### config.mk
export PLATFORM = sky130hd
export DESIGN_NAME = dfcs_sequencer
export DESIGN_NICKNAME = d
export VERILOG_FILES = /design/src/inc/dfcs_pkg.sv /design/src/hdl/dfcs_param_word.sv /design/src/hdl/dfcs_sequencer.sv
export SDC_FILE = /design/constraint.sdc
export NUM_CORES = 1
export LEC_CHECK = 0
export BUFFER_PORTS_ARGS = -buffer_cell sky130_fd_sc_hd__buf_2
export CAP_MARGIN = 20
export CELL_PAD_IN_SITES_DETAIL_PLACEMENT = 0
export CELL_PAD_IN_SITES_GLOBAL_PLACEMENT = 1
export CORE_UTILIZATION = 39
export CTS_CLUSTER_DIAMETER = 100
export DETAILED_ROUTE_END_ITERATION = 16
export GPL_TIMING_DRIVEN = 0
export PLACE_DENSITY_LB_ADDON = 0.1
export SETUP_SLACK_MARGIN = 0.1
export SYNTH_ARGS = -nofsm -noshare
export SYNTH_HDL_FRONTEND = slang
export SYNTH_SLANG_ARGS = --single-unit
### constraint.sdc
create_clock -name SYS_CLK_I -period 4.4 [get_ports SYS_CLK_I]
set_input_delay 0.22 -clock SYS_CLK_I [delete_from_list [all_inputs] [get_ports SYS_CLK_I]]
set_output_delay 0.22 -clock SYS_CLK_I [all_outputs]
set_load 0.005 [all_outputs]
### src/inc/dfcs_pkg.sv
// Package for the data flash command sequencer: codes, indices, layouts, timing.
// Assumes a single 100 MHz system clock and synchronous active-high reset.
package dfcs_pkg;
    localparam logic [7:0]  CMD_PROGRAM    = 8'h11;   // Word program command code
    localparam logic [7:0]  CMD_ERASE      = 8'h12;   // Sector erase command code
    localparam logic [2:0]  IDX_CMD        = 3'h0;    // Command and block select
    localparam logic [2:0]  IDX_ADDR       = 3'h1;    // Word address bits 15..0
    localparam logic [2:0]  IDX_DATA_FIRST = 3'h2;    // First data word
    localparam logic [2:0]  IDX_DATA_LAST  = 3'h5;    // Last data word
    localparam int          PARAM_DEPTH    = 6;       // Parameter words held
    localparam logic [6:0]  DF_BLOCK_SEL   = 7'h10;   // Block select of data flash
    localparam logic [15:0] DF_BASE        = 16'h0000; // First word address
    localparam logic [15:0] DF_LAST        = 16'h0fff; // Last byte address of block
    localparam logic [15:0] SECTOR_MASK    = 16'hfffc; // Sector of two words
    localparam logic [22:0] SECURITY_ADDR  = 23'h7fff0f; // Security byte address
    localparam logic [1:0]  LOCKED_STATE   = 2'h3;    // Secured default state
    localparam logic [15:0] ERASED_WORD    = 16'hffff; // Erased content
    localparam int          CLK_MHZ        = 100;     // System clock rate
    localparam int          OP_TIME_NS     = 200;     // Array operation time per step
    localparam int          OP_CYCLES      = (OP_TIME_NS * CLK_MHZ + 999) / 1000;
    localparam logic [7:0]  OP_COUNT       = 8'(OP_CYCLES);

    // Error flags reported for one command
    typedef struct packed {
        logic access_error;
        logic protection_violation;
        logic verify_bit1;
        logic verify_bit0;
    } dfcs_status_t;

    // Array port towards the flash macro
    typedef struct packed {
        logic        prog;
        logic        erase;
        logic        read;
        logic [15:0] addr;
        logic [15:0] data;
    } dfcs_array_req_t;
endpackage : dfcs_pkg

### src/hdl/dfcs_param_word.sv
// One parameter word cell of the command parameter array.
// Assumes write strobes come from logic on the same clock.
`timescale 1ns/1ps
`default_nettype none
module dfcs_param_word
    import dfcs_pkg::*;
#(
    parameter logic [2:0] INDEX = 3'h0  // Index this cell answers to
) (
    // Clock and reset
    input  wire logic        clk_i,
    input  wire logic        rst_i,
    // Write side
    input  wire logic        wr_i,
    input  wire logic [2:0]  idx_i,
    input  wire logic [15:0] data_i,
    // Stored word
    output logic      [15:0] word_o
);
    logic        hit;     // This cell is addressed
    logic [15:0] word_r;  // Stored value

    assign hit    = wr_i && (idx_i == INDEX);
    assign word_o = word_r;

    // Store on write, clear on reset
    always_ff @(posedge clk_i) begin
        if (rst_i) begin
            word_r <= '0;
        end else if (hit) begin
            word_r <= data_i;
        end
    end
endmodule // dfcs_param_word
`default_nettype wire

### src/hdl/dfcs_sequencer.sv
// Data flash command sequencer: launch checks, program, erase, verify, status.
// Assumes software writes parameters on the system clock and a flash macro
// answers reads combinationally with data and ECC fault indications.
`timescale 1ns/1ps
`default_nettype none
// Notes on behaviour
// Software loads program code, address, data words.
// Index at launch sets one to four words.
// Program with index below two is refused.
// Program with index above five is refused.
// Odd word address gives access error.
// Word range past block end gives error.
// Address outside valid location gives error.
// Command barred by mode or security errors.
// Protected area sets violation, skips work.
// Any verify error sets verify bit one.
// Uncorrectable verify error sets bit zero.
// Program reads words back before completing.
// Software programs only erased words once.
// Software loads erase code and sector address.
// Erase with index not one is refused.
// Erase whole sector, verify, then complete.
// Clearing complete flag launches; set when done.
// Command irq is flag and enable.
// Error irq from fault flags and enables.
// Wait mode leaves operation running normally.
// Stop waits for running command to finish.
// Reset loads security from configuration byte.
// New security byte acts after next reset.
// Flag clear during init; writes ignored.
// Reset aborts a running command at once.
// Interrupt requests are levels until cleared.
// Launch errors leave array, set flag again.
module dfcs_sequencer
    import dfcs_pkg::*;
(
    // Clock and reset
    input  wire logic            SYS_CLK_I,
    input  wire logic            RST_I,
    // Parameter array access
    input  wire logic            PARAM_INDEX_WR_I,
    input  wire logic [2:0]      PARAM_INDEX_I,
    input  wire logic            PARAM_WORD_WR_I,
    input  wire logic [15:0]     PARAM_WORD_I,
    input  wire logic            LAUNCH_I,          // Write one to clear complete flag
    input  wire logic            STATUS_CLR_I,      // Write one to clear error flags
    // Configuration
    input  wire logic            CMD_IRQ_EN_I,
    input  wire logic            DFAULT_IRQ_EN_I,
    input  wire logic            SFAULT_IRQ_EN_I,
    input  wire logic            FAULT_CLR_I,       // Clears both fault flags
    input  wire logic            CMD_ALLOWED_I,     // Mode and security permit
    input  wire logic            DF_PROTECTED_I,    // Protection of target area
    input  wire logic            STOP_REQ_I,
    // Flash macro
    output dfcs_array_req_t      ARRAY_REQ_O,
    input  wire logic [15:0]     ARRAY_RDATA_I,
    input  wire logic            ARRAY_SFAULT_I,
    input  wire logic            ARRAY_DFAULT_I,
    // Status
    output logic [2:0]           PARAM_INDEX_O,
    output logic                 CMD_COMPLETE_O,
    output dfcs_status_t         STATUS_O,
    output logic                 DFAULT_FLAG_O,
    output logic                 SFAULT_FLAG_O,
    output logic [7:0]           SECURITY_O,
    output logic [1:0]           SECURITY_STATE_O,
    output logic                 STOP_ACK_O,
    output logic                 CMD_IRQ_O,
    output logic                 ERR_IRQ_O
);
    typedef enum logic [2:0] {
        ST_INIT, ST_IDLE, ST_CHECK, ST_ERASE, ST_PROG, ST_VERIFY, ST_DONE
    } dfcs_state_t;

    dfcs_state_t     state_r, state_nxt;   // Sequencer state
    logic [2:0]      idx_r;                // Parameter index
    logic [2:0]      launch_idx_r;         // Index captured at launch
    logic            complete_r;           // Command complete flag
    dfcs_status_t    status_r;             // Error and verify flags
    logic            dfault_r, sfault_r;   // ECC fault flags
    logic [7:0]      security_r;           // Security register
    logic [7:0]      timer_r;              // Step timer
    logic [1:0]      step_r;               // Word within operation
    logic [15:0]     words [PARAM_DEPTH];  // Parameter array
    logic            sync_d1_r, sync_d2_r; // Stop request synchroniser

    // Decoded command fields
    logic [7:0]  cmd_code;
    logic [6:0]  blk_sel;
    logic [15:0] base_addr;
    logic [2:0]  n_words;
    logic [15:0] end_addr;
    logic        is_prog, is_erase, acc_err, op_step_done, last_step;
    logic [15:0] cur_addr;

    assign cmd_code  = words[IDX_CMD][15:8];
    assign blk_sel   = words[IDX_CMD][6:0];
    assign base_addr = (is_erase) ? (words[IDX_ADDR] & SECTOR_MASK) : words[IDX_ADDR];
    assign is_prog   = (cmd_code == CMD_PROGRAM);
    assign is_erase  = (cmd_code == CMD_ERASE);
    // Count of words from the launch index; range is checked separately
    assign n_words   = 3'(launch_idx_r - IDX_DATA_FIRST + 3'h1);
    assign end_addr  = 16'(words[IDX_ADDR] + {12'h000, n_words, 1'b0} - 16'h1);

    // Launch-time access error checks
    assign acc_err =
        (!is_prog && !is_erase) ||
        (is_prog  && (launch_idx_r < IDX_DATA_FIRST)) ||
        (is_prog  && (launch_idx_r > IDX_DATA_LAST)) ||
        (is_erase && (launch_idx_r != IDX_ADDR)) ||
        words[IDX_ADDR][0] ||
        (is_prog  && (end_addr > DF_LAST || end_addr < words[IDX_ADDR])) ||
        (blk_sel != DF_BLOCK_SEL) || (words[IDX_ADDR] > DF_LAST) ||
        !CMD_ALLOWED_I;

    assign op_step_done = (timer_r == OP_COUNT);
    assign last_step    = is_erase ? (step_r == 2'h1) : (3'({1'b0, step_r}) == 3'(n_words - 3'h1));
    assign cur_addr     = 16'(base_addr + {13'h0000, step_r, 1'b0});

    // Parameter array cells; writes held off while a command runs
    for (genvar g = 0; g < PARAM_DEPTH; g++) begin : g_param
        dfcs_param_word #(.INDEX(3'(g))) u_word (
            .clk_i  (SYS_CLK_I),
            .rst_i  (RST_I),
            .wr_i   (PARAM_WORD_WR_I && complete_r),
            .idx_i  (idx_r),
            .data_i (PARAM_WORD_I),
            .word_o (words[g])
        );
    end

    // Next state
    always_comb begin
        state_nxt = state_r;
        unique case (state_r)
            ST_INIT:   state_nxt = ST_IDLE;
            ST_IDLE:   if (LAUNCH_I && complete_r) state_nxt = ST_CHECK;
            ST_CHECK: begin
                if (acc_err || DF_PROTECTED_I) begin
                    state_nxt = ST_DONE;
                end else if (is_erase) begin
                    state_nxt = ST_ERASE;
                end else begin
                    state_nxt = ST_PROG;
                end
            end
            ST_ERASE:  if (op_step_done && last_step) state_nxt = ST_VERIFY;
            ST_PROG:   if (op_step_done && last_step) state_nxt = ST_VERIFY;
            ST_VERIFY: if (last_step) state_nxt = ST_DONE;
            ST_DONE:   state_nxt = ST_IDLE;
        endcase
    end

    // State register; reset aborts any command at once
    always_ff @(posedge SYS_CLK_I) begin
        if (RST_I) begin
            state_r <= ST_INIT;
        end else begin
            state_r <= state_nxt;
        end
    end

    // Step timer and word counter
    always_ff @(posedge SYS_CLK_I) begin
        if (RST_I || state_r == ST_CHECK) begin
            timer_r <= '0;
            step_r  <= '0;
        end else if (state_r == ST_VERIFY) begin
            step_r  <= last_step ? 2'h0 : 2'(step_r + 2'h1);
        end else if (state_r == ST_ERASE || state_r == ST_PROG) begin
            timer_r <= op_step_done ? 8'h00 : 8'(timer_r + 8'h01);
            if (op_step_done) step_r <= last_step ? 2'h0 : 2'(step_r + 2'h1);
        end
    end

    // Parameter index and launch capture
    always_ff @(posedge SYS_CLK_I) begin
        if (RST_I) begin
            idx_r        <= '0;
            launch_idx_r <= '0;
        end else begin
            if (PARAM_INDEX_WR_I && complete_r) idx_r <= PARAM_INDEX_I;
            if (state_r == ST_IDLE) launch_idx_r <= idx_r;
        end
    end

    // Complete flag: clear in init and while running, set when finished
    always_ff @(posedge SYS_CLK_I) begin
        if (RST_I) begin
            complete_r <= 1'b0;
        end else if (state_r == ST_INIT || state_r == ST_DONE) begin
            complete_r <= 1'b1;
        end else if (state_r == ST_IDLE && LAUNCH_I) begin
            complete_r <= 1'b0;
        end
    end

    // Error and verify flags; a new launch starts them afresh
    always_ff @(posedge SYS_CLK_I) begin
        if (RST_I) begin
            status_r <= '0;
        end else if (state_r == ST_CHECK) begin
            status_r.access_error         <= acc_err;
            status_r.protection_violation <= !acc_err && DF_PROTECTED_I;
            status_r.verify_bit1          <= 1'b0;
            status_r.verify_bit0          <= 1'b0;
        end else if (state_r == ST_VERIFY) begin
            if (ARRAY_SFAULT_I || ARRAY_DFAULT_I || ARRAY_RDATA_I != (is_erase ?
                ERASED_WORD : words[3'(IDX_DATA_FIRST + {1'b0, step_r})]))
                status_r.verify_bit1 <= 1'b1;
            if (ARRAY_DFAULT_I) status_r.verify_bit0 <= 1'b1;
        end else if (STATUS_CLR_I && state_r == ST_IDLE) begin
            status_r.access_error         <= 1'b0;
            status_r.protection_violation <= 1'b0;
        end
    end

    // ECC fault flags: set wins over clear
    always_ff @(posedge SYS_CLK_I) begin
        if (RST_I) begin
            dfault_r <= 1'b0;
            sfault_r <= 1'b0;
        end else begin
            dfault_r <= (state_r == ST_VERIFY && ARRAY_DFAULT_I) || (dfault_r && !FAULT_CLR_I);
            sfault_r <= (state_r == ST_VERIFY && ARRAY_SFAULT_I) || (sfault_r && !FAULT_CLR_I);
        end
    end

    // Security loaded only during init, so reprogramming acts after next reset
    always_ff @(posedge SYS_CLK_I) begin
        if (RST_I) begin
            security_r <= {6'h3f, LOCKED_STATE};
        end else if (state_r == ST_INIT) begin
            security_r <= ARRAY_RDATA_I[7:0];
        end
    end

    // Stop request synchroniser
    always_ff @(posedge SYS_CLK_I) begin
        if (RST_I) begin
            sync_d1_r <= 1'b0;
            sync_d2_r <= 1'b0;
        end else begin
            sync_d1_r <= STOP_REQ_I;
            sync_d2_r <= sync_d1_r;
        end
    end

    // Array requests; init reads the security byte
    assign ARRAY_REQ_O.prog  = (state_r == ST_PROG);
    assign ARRAY_REQ_O.erase = (state_r == ST_ERASE);
    assign ARRAY_REQ_O.read  = (state_r == ST_VERIFY) || (state_r == ST_INIT);
    assign ARRAY_REQ_O.addr  = (state_r == ST_INIT) ? SECURITY_ADDR[15:0] : cur_addr;
    assign ARRAY_REQ_O.data  = words[3'(IDX_DATA_FIRST + {1'b0, step_r})];

    // Status and interrupt outputs; wait mode has no effect on any of this
    assign PARAM_INDEX_O    = idx_r;
    assign CMD_COMPLETE_O   = complete_r;
    assign STATUS_O         = status_r;
    assign DFAULT_FLAG_O    = dfault_r;
    assign SFAULT_FLAG_O    = sfault_r;
    assign SECURITY_O       = security_r;
    assign SECURITY_STATE_O = security_r[1:0];
    assign STOP_ACK_O       = sync_d2_r && complete_r;
    assign CMD_IRQ_O        = complete_r && CMD_IRQ_EN_I;
    assign ERR_IRQ_O        = (dfault_r && DFAULT_IRQ_EN_I) ||
                              (sfault_r && SFAULT_IRQ_EN_I);

    // Complete flag stays low from launch until the done state
    cmd_busy_a: assert property (@(posedge SYS_CLK_I) disable iff (RST_I)
        (state_r inside {ST_CHECK, ST_ERASE, ST_PROG, ST_VERIFY}) |-> !complete_r)
        else $error("complete flag high while busy");
    launch_err_a: assert property (@(posedge SYS_CLK_I) disable iff (RST_I)
        (state_r == ST_CHECK && acc_err) |=> (state_r == ST_DONE) ##1 complete_r)
        else $error("launch error not completed at once");
    idx_low_a: assert property (@(posedge SYS_CLK_I) disable iff (RST_I)
        (state_r == ST_CHECK && is_prog && launch_idx_r < IDX_DATA_FIRST)
        |=> status_r.access_error && !ARRAY_REQ_O.prog)
        else $error("low index program not refused");
    idx_high_a: assert property (@(posedge SYS_CLK_I) disable iff (RST_I)
        (state_r == ST_CHECK && is_prog && launch_idx_r > IDX_DATA_LAST)
        |=> status_r.access_error)
        else $error("high index program not refused");
    erase_idx_a: assert property (@(posedge SYS_CLK_I) disable iff (RST_I)
        (state_r == ST_CHECK && is_erase && launch_idx_r != IDX_ADDR) |=> status_r.access_error)
        else $error("erase index not refused");
    protect_a: assert property (@(posedge SYS_CLK_I) disable iff (RST_I)
        (state_r == ST_CHECK && !acc_err && DF_PROTECTED_I)
        |=> status_r.protection_violation && !ARRAY_REQ_O.erase && !ARRAY_REQ_O.prog)
        else $error("protected area touched");
    cmd_irq_a: assert property (@(posedge SYS_CLK_I) disable iff (RST_I)
        (state_r == ST_DONE) |=> (CMD_IRQ_O == CMD_IRQ_EN_I))
        else $error("command irq mismatch");
    stop_hold_a: assert property (@(posedge SYS_CLK_I) disable iff (RST_I)
        (state_r inside {ST_CHECK, ST_ERASE, ST_PROG, ST_VERIFY}) |-> !STOP_ACK_O)
        else $error("stop allowed while busy");
    verify_fault_a: assert property (@(posedge SYS_CLK_I) disable iff (RST_I)
        (state_r == ST_VERIFY && ARRAY_DFAULT_I) |=> status_r.verify_bit0 && status_r.verify_bit1)
        else $error("uncorrectable fault not reported");
endmodule // dfcs_sequencer
`default_nettype wire

==> results.sh <==
export IMPL_first_global_vias=6388
export IMPL_ys_ff_latch=131
export IMPL_initial_core_util=0.401
export IMPL_hpwlAfterDp_um=17200
export IMPL_holdWs_ns=0.0217
export IMPL_area_growth_pct=24.8
export IMPL_period_needed_ns=4.36
export IMPL_numCtsBuffers=17
export IMPL_worstHoldStart="STOP_REQ_I"
export IMPL_hold_depth=2
export IMPL_fin_crit_sh=0.990
export IMPL_overflow=0
export IMPL_ant_nets=0
export IMPL_synth_top_cell_area_share=0.347
export IMPL_synth_edff_count=0
export IMPL_drv_slew=0
export IMPL_io_pins=108
export IMPL_wl_um=22900
export IMPL_avgSynthCellArea_sq_um=8.53
export IMPL_setup_viol=0
export IMPL_grt_max_degree=17
export IMPL_synthArstFlopShare=0
export IMPL_status="completed"
export IMPL_power_density_nw_per_um2=382
export IMPL_syn_cell_area_sq_um=7550
export IMPL_ys_top_cells_by_area="dfxtp_1 35%, mux2i_1 8.9%, ha_1 8.3%"
export IMPL_tightest_slew_ns=0.954
export IMPL_syn_num_nets=987
export IMPL_grt_pass1_wl_um=35400
export IMPL_timing_rr_start="launch_idx_r[1]"
export IMPL_fp_row_count=50
export IMPL_drt_pass1_iterations=4
export IMPL_clk_latency_ns=0.43
export IMPL_yosysTopAreaCell="dfxtp_1"
export IMPL_final_nets=1126
export IMPL_crit_required_ns=4.71
export IMPL_synth_flop_cell="dfxtp_1"
export IMPL_setup_ws_ns=0.0428
export IMPL_yosysSeqAreaShare=0.347
export IMPL_ys_warnings_count=0
export IMPL_first_iter_violations=363
export IMPL_path_class="flip-flop to flip-flop"
export IMPL_clockRootBuffer="clkbuf_16"
export IMPL_dp_cells=1251
export IMPL_cp_max_fo=5
export IMPL_skew_ns=0.00847
export IMPL_synth_cell_types=68
export IMPL_numPortBuffers=106
export IMPL_stdcell_count=1297
export IMPL_rr_endpoint="state_r[1]"
export IMPL_fin_util=0.500
export IMPL_ff2ff_setup_slack_ns=0.04
export IMPL_maxCapViolCount=0
export IMPL_clockBufferDepth=2
export IMPL_clkSinkCount=131
export IMPL_syn_inst=885
export IMPL_max_slew_margin=0.362
export IMPL_clk_pin_slew_ns=0.06
export IMPL_hold_path_end="sync_d1_r"
export IMPL_ys_top_cells_by_count="131 x dfxtp_1, 125 x nand2_1, 123 x nor2_1, 68 x a21oi_1, 67 x mux2i_1"
export IMPL_place_gp_congestion=0.832
export IMPL_grtUsageTotal=0.236
export IMPL_startpoint_type="flip-flop"
export IMPL_fp_dieW_um=141
export IMPL_total_power_mw=3.60
export IMPL_drc=0
export IMPL_htree_levels=4
export IMPL_antenna_found_initial=1
export IMPL_core_area_sq_um=18800
export IMPL_n_antenna_cell=0
export IMPL_hold_path_class="input pin to flip-flop"
export IMPL_fmax_mhz=230
export IMPL_synth_most_common_cell="dfxtp_1"
export IMPL_avgRoutedWirePerCell_um=17.7
export IMPL_power_leakage_nw=3.96
export IMPL_critPathCaptureType="flip-flop"
export IMPL_vdd_drop_max_mv=0.278
export IMPL_r2r_cells=21
export IMPL_viasPerCell=5.18
export IMPL_dr_total_vias=6721
export IMPL_drive_gt1_frac=0.219
export IMPL_cts_tree="yes"
export IMPL_post_place_ws_ns=-0.692
export IMPL_die_height_um=141
export IMPL_hold_viol=0
export IMPL_dieArea_sq_um=19900
export IMPL_grt_setup_unrepaired="true"
export IMPL_arrival_ns=4.67
==> critical path, cell delays in order, from the launching register on <==
cell and delay, ns:
dfxtp_2 0.35, inv_4 0.05, ha_4 0.16, xnor2_2 0.14, ha_1 0.31, inv_2 0.07, ha_4 0.21, nor2b_4 0.15
o21ba_4 0.20, o211a_4 0.26, nor4bb_4 0.32, nor3_2 0.06, ha_1 0.31, nand4_1 0.15, nor2_2 0.14, o211ai_1 0.13
o22ai_2 0.19, o31ai_1 0.09, o41a_1 0.46, buf_6 0.19, nor4_4 0.25, nor2_1 0.06
==> kinds of logic after synthesis <==
group	after synthesis	share of synthesized area
DFF	131	0.347
buffers and inverters	77	0.0398
AOI/OAI and AO/OA	141	0.119
adders and majority gates	52	0.0882
xor gates and xnor gates	32	0.0371
and+or+nand+nor	369	0.232
muxes	83	0.137
==> registers in the layout (all words and copies together), names as in the netlist <==
register	cells
SECURITY_O	8
sync_d1_r	1
state_r	3
step_r	2
sync_d2_r	1
STATUS_O	4
launch_idx_r	3
SFAULT_FLAG_O	1
CMD_COMPLETE_O	1
PARAM_INDEX_O	3
DFAULT_FLAG_O	1
timer_r	8
g_param.u_word.word_o	95
==> layout make-up <==
class / count / area (sq um)
fill: 1886 / 9410
multi-input combinational: 677 / 4910
sequential: 131 / 2630
timing repair buffer: 120 / 643
clock buffer: 20 / 457
tap: 260 / 325
buffer: 41 / 168
clock inverter: 12 / 154
inverter: 36 / 140
==> cells in the final DEF (no fill, tap or decap), drive strengths merged, types with 8 or more instances in the layout <==
cell / netlist / final
nor2: 123 / 123
clkbuf: 34 / 54
buf: 7 / 127
nand4: 9 / 9
a21oi: 68 / 68
nand3b: 15 / 15
mux4: 16 / 16
xor2: 15 / 15
inv: 36 / 38
xnor2: 17 / 17
nor3: 12 / 12
nand2b: 8 / 8
dfxtp: 131 / 131
nor2b: 20 / 20
mux2i: 67 / 67
o21ai: 21 / 21
ha: 50 / 50
nand3: 16 / 16
nand2: 125 / 125
==> how the worst max path moves through the flow <==
stage | depth (start not counted) | slack [ns] | startpoint | end
after floorplan | 20 | 0.12 | launch_idx_r[0] | state_r[0]
after CTS | 20 | 0.01 | launch_idx_r[0] | state_r[0]
after global routing | 20 | -0.13 | launch_idx_r[0] | state_r[0]
after detailed placement | 20 | -0.69 | launch_idx_r[0] | state_r[0]
final | 21 | 0.04 | launch_idx_r[1] | state_r[1]
after global placement | 20 | -0.73 | launch_idx_r[0] | state_r[0]
==> stage by stage <==
stage	cell area, sq um	TNS (ns)
3_3_place_gp	8410	-1.85
5_1_grt	9420	-0.310
3_5_place_dp	8410	-1.76
2_1_floorplan	7560	0
4_1_cts	9300	0
6_report	9420	0
==> per-layer routing <==
layer,global-route usage,vias to the layer above,wire length (um),share of wire
li1,-,3356,-,-
met1,0.327,3229,11200,0.49
met2,0.374,116,10600,0.46
met3,0.0428,20,844,0.037
met4,0.0652,0,218,0.0095
met5,0,-,0,0
==> where the power goes <==
part / internal (mW) / total [mW] / switching, mW
sequential: 1.24 / 1.28 / 0.0391
clock: 0.922 / 1.47 / 0.550
combinational: 0.389 / 0.856 / 0.467
==> timing repair <==
item,4_1_cts,5_1_grt
cloned,0,0
endpoints found under the setup margin,8,6
gates resized for setup,41,19
hold buffers,0,0
pin swaps,25,14
setup buffers,9,5
(Power assumes the default switching activity.)
